[src/rtl/afs_pkg.sv]
// Shared constants for the amplifier fault status and clip level register slice
package afs_pkg;

  // Widths
  localparam int REG_W    = 8;
  localparam int CUR_W    = 12;
  localparam int CLIP_W   = 20;
  localparam int SAMPLE_W = 24;

  // Control port device address, low bit comes from the address strap
  localparam logic [6:0] DEV_ADDR_BASE = 7'h36;

  // Register offsets
  localparam logic [7:0] ADDR_RUN_CTRL   = 8'h01;
  localparam logic [7:0] ADDR_CLIP_HIGH  = 8'h02;
  localparam logic [7:0] ADDR_RSVD_A     = 8'h07;
  localparam logic [7:0] ADDR_FAULT      = 8'h08;
  localparam logic [7:0] ADDR_RSVD_FIRST = 8'h09;
  localparam logic [7:0] ADDR_RSVD_LAST  = 8'h0f;
  localparam logic [7:0] ADDR_CLIP_MID   = 8'h10;
  localparam logic [7:0] ADDR_CLIP_LOW   = 8'h11;

  // Field positions
  localparam int RUN_CTRL_BIT   = 0;
  localparam int FLT_SCALE_LSB  = 4;
  localparam int FLT_CLK_BIT    = 3;
  localparam int FLT_OC_BIT     = 2;
  localparam int FLT_DC_BIT     = 1;
  localparam int FLT_OT_BIT     = 0;
  localparam int CLIP_FIELD_LSB = 2;

  // Values after reset
  localparam logic [1:0] SCALE_RESET     = 2'h0;
  localparam logic       RUN_CTRL_RESET  = 1'b0;
  localparam logic [5:0] CLIP_HIGH_RESET = 6'h3f;
  localparam logic [7:0] CLIP_MID_RESET  = 8'hff;
  localparam logic [5:0] CLIP_LOW_RESET  = 6'h3f;

  // Over-current trip scale codes
  localparam logic [1:0] SCALE_FULL = 2'h0;
  localparam logic [1:0] SCALE_75   = 2'h1;
  localparam logic [1:0] SCALE_50   = 2'h2;
  localparam logic [1:0] SCALE_25   = 2'h3;

  // Nominal over-current trip level in current-sense units, arbitrary default
  localparam logic [CUR_W-1:0] OC_NOMINAL = 12'hc00;

  // Control port sequencer states
  typedef enum logic [2:0] {
    AFS_IDLE,
    AFS_RX,
    AFS_ACK,
    AFS_TX,
    AFS_TX_ACK
  } afs_port_state_t;

endpackage

[src/rtl/afs_clipper.sv]
// Sample clipper: limits each sample magnitude to the clip threshold
`timescale 1ns/1ps
module afs_clipper (
  // Clock and reset
  input  wire logic                                i_clk,
  input  wire logic                                i_reset,
  // Sample in
  input  wire logic                                i_valid,
  input  wire logic signed [afs_pkg::SAMPLE_W-1:0] i_sample,
  input  wire logic        [afs_pkg::CLIP_W-1:0]   i_threshold,
  // Sample out
  output logic                                     o_valid,
  output logic signed      [afs_pkg::SAMPLE_W-1:0] o_sample
);

  localparam int PAD_W = afs_pkg::SAMPLE_W - afs_pkg::CLIP_W;

  logic                                valid_ff;
  logic signed [afs_pkg::SAMPLE_W-1:0] sample_ff;

  wire signed [afs_pkg::SAMPLE_W-1:0] pos_lim = $signed({{PAD_W{1'b0}}, i_threshold});
  wire signed [afs_pkg::SAMPLE_W-1:0] neg_lim = -pos_lim;
  wire signed [afs_pkg::SAMPLE_W-1:0] nxt_sample = (i_sample > pos_lim) ? pos_lim :
                                                   (i_sample < neg_lim) ? neg_lim : i_sample;

  always_ff @(posedge i_clk or posedge i_reset) begin
    if (i_reset) begin
      valid_ff  <= 1'b0;
      sample_ff <= '0;
    end else begin
      valid_ff  <= i_valid;
      sample_ff <= i_valid ? nxt_sample : sample_ff;
    end
  end

  assign o_valid  = valid_ff;
  assign o_sample = sample_ff;
endmodule

[src/rtl/afs_ctrl_port.sv]
// Two-wire control port slave: device address, register pointer, write and read bytes
`timescale 1ns/1ps
module afs_ctrl_port (
  // Clock and reset
  input  wire logic       i_clk,
  input  wire logic       i_reset,
  // Pins
  input  wire logic       i_scl,
  input  wire logic       i_sda,
  output logic            o_sda_oe,
  // Device address
  input  wire logic [6:0] i_dev_addr,
  // Register side
  output logic [7:0]      o_reg_addr,
  output logic            o_wr_stb,
  output logic [7:0]      o_wr_data,
  input  wire logic [7:0] i_rd_data
);

  logic [2:0] scl_sync_ff;
  logic [2:0] sda_sync_ff;
  afs_pkg::afs_port_state_t state_ff;
  logic [7:0] shift_ff;
  logic [3:0] cnt_ff;
  logic [1:0] phase_ff;
  logic       rw_ff;
  logic       acked_ff;
  logic       sda_oe_ff;
  logic [7:0] ptr_ff;
  logic       wr_stb_ff;
  logic [7:0] wr_data_ff;

  // Edges only look at the second and third stage
  wire scl_rise = scl_sync_ff[1] & ~scl_sync_ff[2];
  wire scl_fall = ~scl_sync_ff[1] & scl_sync_ff[2];
  wire sda_now  = sda_sync_ff[1];
  wire start_cd = scl_sync_ff[1] & scl_sync_ff[2] & ~sda_sync_ff[1] & sda_sync_ff[2];
  wire stop_cd  = scl_sync_ff[1] & scl_sync_ff[2] & sda_sync_ff[1] & ~sda_sync_ff[2];
  wire addr_hit = (shift_ff[7:1] == i_dev_addr);

  always_ff @(posedge i_clk or posedge i_reset) begin
    if (i_reset) begin
      scl_sync_ff <= 3'h7;
      sda_sync_ff <= 3'h7;
    end else begin
      scl_sync_ff <= {scl_sync_ff[1:0], i_scl};
      sda_sync_ff <= {sda_sync_ff[1:0], i_sda};
    end
  end

  always_ff @(posedge i_clk or posedge i_reset) begin
    if (i_reset) begin
      state_ff   <= afs_pkg::AFS_IDLE;
      shift_ff   <= 8'h00;
      cnt_ff     <= 4'h0;
      phase_ff   <= 2'h0;
      rw_ff      <= 1'b0;
      acked_ff   <= 1'b0;
      sda_oe_ff  <= 1'b0;
      ptr_ff     <= 8'h00;
      wr_stb_ff  <= 1'b0;
      wr_data_ff <= 8'h00;
    end else begin
      wr_stb_ff <= 1'b0;
      if (start_cd) begin
        // Repeated start keeps the pointer for a following read
        state_ff  <= afs_pkg::AFS_RX;
        cnt_ff    <= 4'h0;
        phase_ff  <= 2'h0;
        sda_oe_ff <= 1'b0;
      end else if (stop_cd) begin
        state_ff  <= afs_pkg::AFS_IDLE;
        sda_oe_ff <= 1'b0;
      end else begin
        case (state_ff)
          afs_pkg::AFS_RX: begin
            if (scl_rise) begin
              shift_ff <= {shift_ff[6:0], sda_now};
              cnt_ff   <= cnt_ff + 4'h1;
            end else if (scl_fall && cnt_ff == 4'h8) begin
              sda_oe_ff <= 1'b1;
              state_ff  <= afs_pkg::AFS_ACK;
              if (phase_ff == 2'h0) begin
                rw_ff <= shift_ff[0];
                if (!addr_hit) begin
                  sda_oe_ff <= 1'b0;
                  state_ff  <= afs_pkg::AFS_IDLE;
                end
              end else if (phase_ff == 2'h1) begin
                ptr_ff <= shift_ff;
              end else begin
                wr_stb_ff  <= 1'b1;
                wr_data_ff <= shift_ff;
              end
            end
          end
          afs_pkg::AFS_ACK: begin
            if (scl_fall) begin
              cnt_ff   <= 4'h0;
              phase_ff <= (phase_ff == 2'h0) ? 2'h1 : 2'h2;
              if (phase_ff == 2'h2) begin
                ptr_ff <= ptr_ff + 8'h01;
              end
              if (rw_ff) begin
                shift_ff  <= i_rd_data;
                sda_oe_ff <= ~i_rd_data[7];
                ptr_ff    <= ptr_ff + 8'h01;
                cnt_ff    <= 4'h1;
                state_ff  <= afs_pkg::AFS_TX;
              end else begin
                sda_oe_ff <= 1'b0;
                state_ff  <= afs_pkg::AFS_RX;
              end
            end
          end
          afs_pkg::AFS_TX: begin
            if (scl_fall) begin
              if (cnt_ff == 4'h8) begin
                sda_oe_ff <= 1'b0;
                state_ff  <= afs_pkg::AFS_TX_ACK;
              end else begin
                sda_oe_ff <= ~shift_ff[6];
                shift_ff  <= {shift_ff[6:0], 1'b0};
                cnt_ff    <= cnt_ff + 4'h1;
              end
            end
          end
          afs_pkg::AFS_TX_ACK: begin
            if (scl_rise) begin
              acked_ff <= ~sda_now;
            end else if (scl_fall) begin
              if (acked_ff) begin
                shift_ff  <= i_rd_data;
                sda_oe_ff <= ~i_rd_data[7];
                ptr_ff    <= ptr_ff + 8'h01;
                cnt_ff    <= 4'h1;
                state_ff  <= afs_pkg::AFS_TX;
              end else begin
                state_ff <= afs_pkg::AFS_IDLE;
              end
            end
          end
          default: begin
            state_ff <= afs_pkg::AFS_IDLE;
          end
        endcase
      end
    end
  end

  assign o_sda_oe   = sda_oe_ff;
  assign o_reg_addr = ptr_ff;
  assign o_wr_stb   = wr_stb_ff;
  assign o_wr_data  = wr_data_ff;

endmodule

[src/rtl/afs_regs.sv]
// Amplifier fault status, over-current scale and clip level registers
//
// How it works
// - Fault register bits 7:6 read zero; host writes them as zero.
// - Scale field 5:4: 01 trips at 75%, 10 at 50%, 11 at 25%.
// - Scale field resets to 00, the full nominal trip level.
// - Clock fault bit 3 follows the invalid-clock detector.
// - Clock fault never latches; it clears and the amplifier resumes alone.
// - Over-current bit 2 sets when output current passes the scaled trip level.
// - Over-current latches and stops the amplifier until shutdown is toggled.
// - Offset bit 1 sets when speaker DC offset passes its threshold.
// - Offset fault latches and halts outputs until shutdown is toggled.
// - Over-temperature bit 0 sets when die temperature passes its limit.
// - Over-temperature latches and halts the amplifier until shutdown is toggled.
// - The four fault bits are read-only and reset to zero.
// - Clip threshold is 20 bits built from three registers.
// - Register 0x10 supplies threshold bits 13:6.
// - Register 0x11 bits 7:2 supply threshold bits 5:0; bits 1:0 stay zero.
// - Shutdown follows a low shutdown pin or a cleared run control bit.
`timescale 1ns/1ps
module afs_regs (
  // Clock and reset
  input  wire logic                                i_clk,
  input  wire logic                                i_reset,
  // Control port pins
  input  wire logic                                i_scl,
  input  wire logic                                i_sda,
  output logic                                     o_sda,
  output logic                                     o_sda_oe,
  input  wire logic                                i_addr_strap,
  // Amplifier pins and monitors
  input  wire logic                                i_amplifier_shutdown_n,
  input  wire logic                                i_clk_invalid,
  input  wire logic                                i_dc_over,
  input  wire logic                                i_temp_over,
  input  wire logic        [afs_pkg::CUR_W-1:0]    i_out_current,
  // Audio datapath
  input  wire logic                                i_sample_valid,
  input  wire logic signed [afs_pkg::SAMPLE_W-1:0] i_sample,
  output logic                                     o_sample_valid,
  output logic signed      [afs_pkg::SAMPLE_W-1:0] o_sample,
  // Status towards the power stage
  output logic                                     o_amp_run,
  output logic             [afs_pkg::CLIP_W-1:0]   o_clip_threshold_level,
  output logic             [3:0]                   o_fault_flags
);

  localparam int NLATCH = 3;

  // Pin synchronisers: stage one feeds stage two only
  logic [4:0] pin_meta_ff;
  logic [4:0] pin_sync_ff;
  wire [4:0] pin_raw = {i_addr_strap, i_amplifier_shutdown_n, i_clk_invalid,
                        i_dc_over, i_temp_over};
  wire addr_sync   = pin_sync_ff[4];
  wire sd_pin_sync = pin_sync_ff[3];
  wire clk_bad     = pin_sync_ff[2];

  // Register state
  logic [1:0]              overcurrent_limit_scale_ff;
  logic                    run_ctrl_ff;
  logic [5:0]              clip_high_ff;
  logic [7:0]              clip_mid_ff;
  logic [5:0]              clip_low_ff;
  logic                    clock_fault_flag_ff;
  logic [NLATCH-1:0]       latched_ff;
  logic                    run_prev_ff;
  logic                    amp_run_ff;
  logic [afs_pkg::CLIP_W-1:0] clip_level_ff;
  logic [6:0]              dev_addr_ff;

  // Port interface
  logic [7:0] reg_addr;
  logic       wr_stb;
  logic [7:0] wr_data;
  logic [7:0] rd_data;

  always_ff @(posedge i_clk or posedge i_reset) begin
    if (i_reset) begin
      pin_meta_ff <= 5'h00;
      pin_sync_ff <= 5'h00;
    end else begin
      pin_meta_ff <= pin_raw;
      pin_sync_ff <= pin_meta_ff;
    end
  end

  // Strap is followed every cycle after release, from the synchronised copy
  always_ff @(posedge i_clk or posedge i_reset) begin
    if (i_reset) begin
      dev_addr_ff <= afs_pkg::DEV_ADDR_BASE;
    end else begin
      dev_addr_ff <= {afs_pkg::DEV_ADDR_BASE[6:1], addr_sync};
    end
  end

  afs_ctrl_port u_port (
    .i_clk      (i_clk),
    .i_reset    (i_reset),
    .i_scl      (i_scl),
    .i_sda      (i_sda),
    .o_sda_oe   (o_sda_oe),
    .i_dev_addr (dev_addr_ff),
    .o_reg_addr (reg_addr),
    .o_wr_stb   (wr_stb),
    .o_wr_data  (wr_data),
    .i_rd_data  (rd_data)
  );

  // Address decode
  wire hit_run   = (reg_addr == afs_pkg::ADDR_RUN_CTRL);
  wire hit_high  = (reg_addr == afs_pkg::ADDR_CLIP_HIGH);
  wire hit_fault = (reg_addr == afs_pkg::ADDR_FAULT);
  wire hit_mid   = (reg_addr == afs_pkg::ADDR_CLIP_MID);
  wire hit_low   = (reg_addr == afs_pkg::ADDR_CLIP_LOW);

  // Fault register image; top two bits are hard zero
  wire [7:0] fault_image = {2'h0, overcurrent_limit_scale_ff, clock_fault_flag_ff,
                            latched_ff};

  // Reserved and unmapped locations read zero and ignore writes
  assign rd_data = hit_run   ? {7'h00, run_ctrl_ff} :
                   hit_high  ? {clip_high_ff, 2'h0} :
                   hit_fault ? fault_image :
                   hit_mid   ? clip_mid_ff :
                   hit_low   ? {clip_low_ff, 2'h0} : 8'h00;

  always_ff @(posedge i_clk or posedge i_reset) begin
    if (i_reset) begin
      overcurrent_limit_scale_ff <= afs_pkg::SCALE_RESET;
      run_ctrl_ff                <= afs_pkg::RUN_CTRL_RESET;
      clip_high_ff               <= afs_pkg::CLIP_HIGH_RESET;
      clip_mid_ff                <= afs_pkg::CLIP_MID_RESET;
      clip_low_ff                <= afs_pkg::CLIP_LOW_RESET;
    end else if (wr_stb) begin
      if (hit_run) begin
        run_ctrl_ff <= wr_data[afs_pkg::RUN_CTRL_BIT];
      end else if (hit_high) begin
        clip_high_ff <= wr_data[7:afs_pkg::CLIP_FIELD_LSB];
      end else if (hit_fault) begin
        // Only the scale field is writable
        overcurrent_limit_scale_ff <= wr_data[afs_pkg::FLT_SCALE_LSB +: 2];
      end else if (hit_mid) begin
        clip_mid_ff <= wr_data;
      end else if (hit_low) begin
        clip_low_ff <= wr_data[7:afs_pkg::CLIP_FIELD_LSB];
      end
    end
  end

  // Scaled over-current trip level
  wire [afs_pkg::CUR_W-1:0] nom_quarter = afs_pkg::OC_NOMINAL >> 2;
  wire [afs_pkg::CUR_W-1:0] nom_half    = afs_pkg::OC_NOMINAL >> 1;
  wire [afs_pkg::CUR_W-1:0] oc_trip =
    (overcurrent_limit_scale_ff == afs_pkg::SCALE_75) ? afs_pkg::OC_NOMINAL - nom_quarter :
    (overcurrent_limit_scale_ff == afs_pkg::SCALE_50) ? nom_half :
    (overcurrent_limit_scale_ff == afs_pkg::SCALE_25) ? nom_quarter :
    afs_pkg::OC_NOMINAL;

  // Shutdown from either the pin or the run control bit
  wire run_req   = sd_pin_sync & run_ctrl_ff;
  wire leave_sd  = run_req & ~run_prev_ff;
  wire oc_event  = i_out_current > oc_trip;
  wire [NLATCH-1:0] fault_event = {oc_event, pin_sync_ff[1], pin_sync_ff[0]};

  // Latched faults: an event in the clearing cycle still sets the flag
  genvar gi;
  generate
    for (gi = 0; gi < NLATCH; gi = gi + 1) begin : g_latch
      wire nxt_latched = (latched_ff[gi] & ~leave_sd) | fault_event[gi];
      always_ff @(posedge i_clk or posedge i_reset) begin
        if (i_reset) begin
          latched_ff[gi] <= 1'b0;
        end else begin
          latched_ff[gi] <= nxt_latched;
        end
      end
    end
  endgenerate

  // Clock fault tracks the detector, no latching
  wire nxt_amp_run = run_req & ~clk_bad & ~(|latched_ff);

  always_ff @(posedge i_clk or posedge i_reset) begin
    if (i_reset) begin
      clock_fault_flag_ff <= 1'b0;
      run_prev_ff         <= 1'b0;
      amp_run_ff          <= 1'b0;
      clip_level_ff       <= '0;
    end else begin
      clock_fault_flag_ff <= clk_bad;
      run_prev_ff         <= run_req;
      amp_run_ff          <= nxt_amp_run;
      clip_level_ff       <= {clip_high_ff, clip_mid_ff, clip_low_ff};
    end
  end

  // Clipper uses the assembled threshold
  afs_clipper u_clip (
    .i_clk       (i_clk),
    .i_reset     (i_reset),
    .i_valid     (i_sample_valid),
    .i_sample    (i_sample),
    .i_threshold (clip_level_ff),
    .o_valid     (o_sample_valid),
    .o_sample    (o_sample)
  );

  // Open drain: only ever pulls low
  assign o_sda                  = 1'b0;
  assign o_amp_run              = amp_run_ff;
  assign o_clip_threshold_level = clip_level_ff;
  assign o_fault_flags          = {clock_fault_flag_ff, latched_ff};
endmodule
[config.mk]
export PLATFORM = sky130hd
export DESIGN_NAME = afs_regs
export DESIGN_NICKNAME = d
export VERILOG_FILES = /design/src/rtl/afs_pkg.sv /design/src/rtl/afs_clipper.sv /design/src/rtl/afs_ctrl_port.sv /design/src/rtl/afs_regs.sv
export SDC_FILE = /design/constraint.sdc
export NUM_CORES = 1
export LEC_CHECK = 0
export ABC_AREA = 1
export BUFFER_PORTS_ARGS = -buffer_cell sky130_fd_sc_hd__buf_2
export CORE_MARGIN = 2
export CORE_UTILIZATION = 35
export DETAILED_ROUTE_END_ITERATION = 10
export PLACE_DENSITY_LB_ADDON = 0.12
export SKIP_LAST_GASP = 1
export SLEW_MARGIN = 5
export SYNTH_ARGS = -nofsm -noshare
export SYNTH_HDL_FRONTEND = slang
export SYNTH_SLANG_ARGS = --single-unit
[constraint.sdc]
create_clock -name i_clk -period 12.8 [get_ports i_clk]
set_clock_uncertainty 0.2 [all_clocks]
set_input_delay 2.56 -clock i_clk [delete_from_list [all_inputs] [get_ports i_clk]]
set_output_delay 2.56 -clock i_clk [all_outputs]
set_load 0.005 [all_outputs]
# Word-level counts from Yosys, hierarchy flattened
# Cells that the tools add are included.
dict set report op_classes {
  add_sub_neg 3
  magnitude_cmp 3
  eq_ne 45
  muxes 81
  bitwise 36
  reduce_logical 23
}
# op count
set op_table {}
lappend op_table {{$mux W8} 23}
lappend op_table {{$mux W24} 2}
lappend op_table {{$mux W12} 3}
lappend op_table {{$mux W4} 9}
lappend op_table {{$pmux W8 S4} 1}
lappend op_table {{$mux W3} 10}
lappend op_table {{$gt A24 B21 Y1} 1}
lappend op_table {{$lt A24 B24 Y1} 1}
lappend op_table {{$ne A4 B1 Y1 const B} 6}
lappend op_table {{$neg A20 Y24} 1}
lappend op_table {{$pmux W8 S3} 1}
lappend op_table {{$mux W1} 21}
lappend op_table {{$not A1 Y1} 19}
lappend op_table {{$ne A2 B1 Y1 const B} 9}
lappend op_table {{$ne A3 B1 Y1 const B} 6}
lappend op_table {{$eq A8 B5 Y1 const B} 2}
lappend op_table {{$mux W2} 8}
lappend op_table {{$pmux W4 S4} 1}
lappend op_table {{$and A1 B1 Y1} 14}
lappend op_table {{$reduce_and A7 Y1} 2}
lappend op_table {{$gt A12 B12 Y1} 1}
lappend op_table {{$pmux W3 S4} 1}
lappend op_table {{$reduce_and A12 Y1} 1}
lappend op_table {{$reduce_and A6 Y1} 2}
lappend op_table {{other kinds (33)} 46}
dict set report totals {
  reg_bits 128
  input_bits 46
  out_inout_bits 52
  word_cells 220
}

# Longest topological paths before layout
dict set report depth {
  depth_word 13
  mapped_depth 23
  ltp_nobuf 23
}

# Cells and area by module
# A second synthesis with hierarchy kept.
dict set report hier_totals {
  hier_cells 1105
  area_unflattened_um2 8291.7
}
# module instances cells_per_inst area_per_inst_um2 seq_area_each_um2
set by_module_without_submodules {}
lappend by_module_without_submodules {afs_clipper 1 489 3173.0 625.6}
lappend by_module_without_submodules {afs_regs 1 266 2602.5 1526.5}
lappend by_module_without_submodules {afs_ctrl_port 1 350 2516.2 1083.5}

# Worst setup path after synthesis
# Ideal clock, no wire load.
dict set report synth_path {
  path_type {input to register}
  start {input i_sample[23] in the netlist's numbering}
  end {register u_clip.sample_ff, in the netlist u_clip.o_sample[20]}
  setup_ns 0.118
  arrival_time_ns 4.008
  setup_slack_ns 8.474
  cell_stages 11
  n_path_buf 2
  path_cell_list {ha_1 -> buf_6 -> a21oi_2 -> o21ai_2 -> nor2_4 -> nand4_4 -> nand2_4 -> buf_6 -> nand2_1 -> nand3b_1 -> nand2_1}
}
dict set report synth_between {
  elab_chain_cells 3
  elab_cells_between_ends 4
  classes_between {2 x order compare; 2 x mux}
}
# element line_no
set synth_lines {}
lappend synth_lines {{from (decl)} afs_regs.sv:39} ;# input wire logic signed [afs_pkg::SAMPLE_W-1:0] i_sample,
lappend synth_lines {{$lt A24 B24 Y1} afs_clipper.sv:24} ;# (i_sample < neg_lim) ? neg_lim : i_sample;
lappend synth_lines {{$mux W24} afs_clipper.sv:24}
lappend synth_lines {{$mux W24 *} afs_clipper.sv:23} ;# wire signed [afs_pkg::SAMPLE_W-1:0] nxt_sample = (i_sample > pos_lim) ? pos_lim :
lappend synth_lines {{to (signal assigned)} afs_clipper.sv:32} ;# sample_ff <= i_valid ? nxt_sample : sample_ff;
lappend synth_lines {{to (decl)} afs_clipper.sv:19} ;# logic signed [afs_pkg::SAMPLE_W-1:0] sample_ff;
# Every way passes the cells marked *; elsewhere a longest branch is shown, timed or not.
# A chain may end at the register's enable or synchronous reset.

# Final worst setup path
dict set report layout_path {
  start {input i_sample[15] in the netlist's numbering}
  end {register u_clip.sample_ff, in the netlist u_clip.o_sample[21]}
}
# The elaborated chain is that of the path after synthesis.

==> reports/results.txt <==
outcome - finished clean
Tightest Pin Transition - 874 ps
area fraction of the dominant cell type after synthesis - 0.329
number of input and output port buffers inserted - 96
top cells by instance count after synthesis - sky130_fd_sc_hd__nand2_1 (231), sky130_fd_sc_hd__inv_1 (127), sky130_fd_sc_hd__dfrtp_1 (102), sky130_fd_sc_hd__nand3_1 (101), sky130_fd_sc_hd__nor2_1 (76)
post-synth cell types - 50
Data required, critical path - 12930 ps
post-route core utilization - 0.417
net load switching power - 0.330 mW
Primary FF master, synth - sky130_fd_sc_hd__dfrtp_1
post-synth design cell area - 7750 um2
wire length of the first global-routing pass - 34300 um
clock-pin slew on the worst setup and hold paths - 60 ps
DRC violation count after routing - 0
vias - 6686
I/O pin total - 98
vertical die dimension - 153 um
maximum fanout count along the critical path - 14
Sw Share - 0.283
share of final-layout standard cells stronger than drive strength 1 - 0.199
arrival time at the worst endpoint - 4700 ps
internal power - 0.835 mW
Slew Viols, Final - 0
Post-Route Setup TNS - 0 ps
static leakage - 4.58 nW
power per standard cell area - 128 nW/um2
combinational power share - 0.146
Worst Setup End Kind - register
top-count cell post-synth - sky130_fd_sc_hd__nand2_1
Total Die Area - 23300 um2
largest cells by area after synthesis - sky130_fd_sc_hd__dfrtp_1 (33%), sky130_fd_sc_hd__nand2_1 (11%), sky130_fd_sc_hd__dfstp_2 (8.8%)
CP Buf/Inv Count - 3
sequential element share of the synthesized area - 0.418
Final min period - 4570 ps
Slew Limit Headroom - 0.418
cts hold-fix bufs - 0
total of warnings raised by yosys - 0
effective utilization at floorplan - 0.356
synthesized net count - 1077
Top delay family on crit path - simple AND/OR/NAND/NOR gates
placed cell areas - 8450 um2
DRT Pass-1 Iters - 5
core area - 21800 um2
cts bufs inserted - 17
clk_lat worst skew - 420 ps
mean routed wirelength per cell - 15.6 um
clock tree buffer depth - 2
overflow left after global routing - 0
final period utilization - 0.357
slowest stage delay, CP - 330 ps
number of post-CTS setup repair buffers - 0
slowest CP cell - sky130_fd_sc_hd__nor2_4
share of power burned in registers - 0.407
routed wire length - 21300 um
vias in the first global route - 6463
fraction of power consumed by the clock network - 0.447
First DRT Iteration DRCs - 437
Root Buffer - sky130_fd_sc_hd__clkbuf_16
gp weighted congestion - 0.903
largest net degree at the start of global routing - 69
average cell area after synthesis - 7.93 um2
async set-reset flop share out of synthesis - 1.00
Yosys reg bits - 128
top cell type by total area after synthesis - sky130_fd_sc_hd__dfrtp_1
cell area after layout - 9080 um2
Placement Rows - 54
number of instances in the synthesized netlist - 977
Synth-to-Final Area Change - 17.2%
unrepaired setup endpoints after global routing - no
number of gates given a new drive strength after cts - 0
diodes inserted - 0
Final nets - 1170
worst vdd ir - 0.102 mV
Worst setup SP type - primary input
Post-synth EDFFs - 0
Top cell by count, worst path - sky130_fd_sc_hd__nand2_1
number of setup violations in the final report - 0
start-to-end type of the worst setup path - primary input to register
vias per cell - 4.91
sequence of cells on the critical path - buf_2 > ha_1 > nand2_1 > nor2_1 > nand2_1 > nor3_2 > a21oi_2 > nand2_2 > inv_2 > nor2_4 > inv_1 > o21ai_0
total routing usage reported by global routing - 0.185
count of H-tree levels built during CTS - 4
Worst Hold Class - register to register
number of nets with antenna violations after routing - 0
# clock sinks - 128
initial antenna violation count - 0
half-perimeter wire length of the detailed placement result - 16400 um
floorplan die width - 153 um
Final Hold Fails - 0
CTS tree - built
maximum frequency from static timing analysis - 219 MHz
max-cap violation count - 0
==> logic make-up after synthesis <==
kind of cell / count (synthesis) / share of synthesized area
DFF: 128 / 0.418
AOI/OAI and AO/OA: 140 / 0.107
other: 1 / 0.000484
buffers and inverters: 165 / 0.0874
xor gates and xnor gates: 14 / 0.0158
adders and majority gates: 54 / 0.0872
and+or+nand+nor: 475 / 0.284
==> final cells by class <==
class | count | area (um2)
Clock buffer | 20 | 447
Clock inverter | 12 | 183
Fill cell | 2230 | 12700
Inverter | 142 | 541
Multi-Input combinational cell | 684 | 3830
Sequential cell | 128 | 3240
Tap cell | 280 | 350
Timing Repair Buffer | 97 | 488
==> cell usage in the layout (no fill, tap or decap), drive strengths merged <==
cell and instances:
a211oi 1, a21o 2, a21oi 47, a22oi 3, a31oi 4, buf 97, bufinv 4, clkbuf 20
clkinv 4, clkinvlp 3, conb 1, dfrtp 102, dfstp 26, ha 54, inv 143, nand2 247
nand3 104, nand3b 1, nand4 15, nor2 85, nor3 16, nor4 5, o211a 1, o211ai 4
o21a 2, o21ai 66, o21ba 1, o21bai 2, o22ai 2, o31ai 4, o41ai 1, or2 2
xor2 14
==> worst paths after layout <==
kind,start,end,slack [ps],depth (start not counted)
min reg2reg,pin_meta_ff[2],pin_sync_ff[2],150,0
min in group asynchronous,i_reset,pin_meta_ff[2],2000,2
max reg2reg,o_clip_threshold_level[1],u_clip.o_sample[20],9010,20
min,pin_meta_ff[2],pin_sync_ff[2],150,0
max in group asynchronous,i_reset,u_clip.o_sample[6],9120,3
max,i_sample[15],u_clip.o_sample[21],8230,12
==> metal layers <==
layer / vias up / part of all wire / GRT usage
met5: - / 0 / 0
met4: 0 / 0.021 / 0.0560
met3: 23 / 0.046 / 0.0353
met2: 175 / 0.49 / 0.313
met1: 3118 / 0.45 / 0.240
li1: 3370 / - / -
==> through the flow <==
step           hold WS [ps]  power, mW  worst slack, ps  cells
6_report                147       1.17             8230   1363
5_1_grt                 153       1.22             7950   1363
4_1_cts                 150       1.18             8260   1363
3_5_place_dp            137      0.653             7830   1331
3_3_place_gp            132      0.652             7890   1331
2_1_floorplan           131      0.592             6670    977
==> power groups by stage <==
| stage | Clock [mW] | Sequential [mW] | Combinational (mW) |
|---|---|---|---|
| floorplan | 0 | 0.472 | 0.121 |
| global placement | 0 | 0.482 | 0.170 |
| detailed placement | 0 | 0.482 | 0.171 |
| CTS | 0.531 | 0.475 | 0.172 |
| global route | 0.549 | 0.480 | 0.194 |
| finish | 0.521 | 0.475 | 0.170 |
==> flip-flops by register name, indices dropped and copies added, names as in the netlist, 5 cells and up <==
name                    cells
clip_high_ff                6
clip_low_ff                 6
clip_mid_ff                 8
o_clip_threshold_level     20
pin_meta_ff                 5
pin_sync_ff                 5
u_clip.o_sample            24
u_port.o_reg_addr           8
u_port.o_wr_data            8
u_port.shift_ff             8
(Power assumes the default switching activity.)
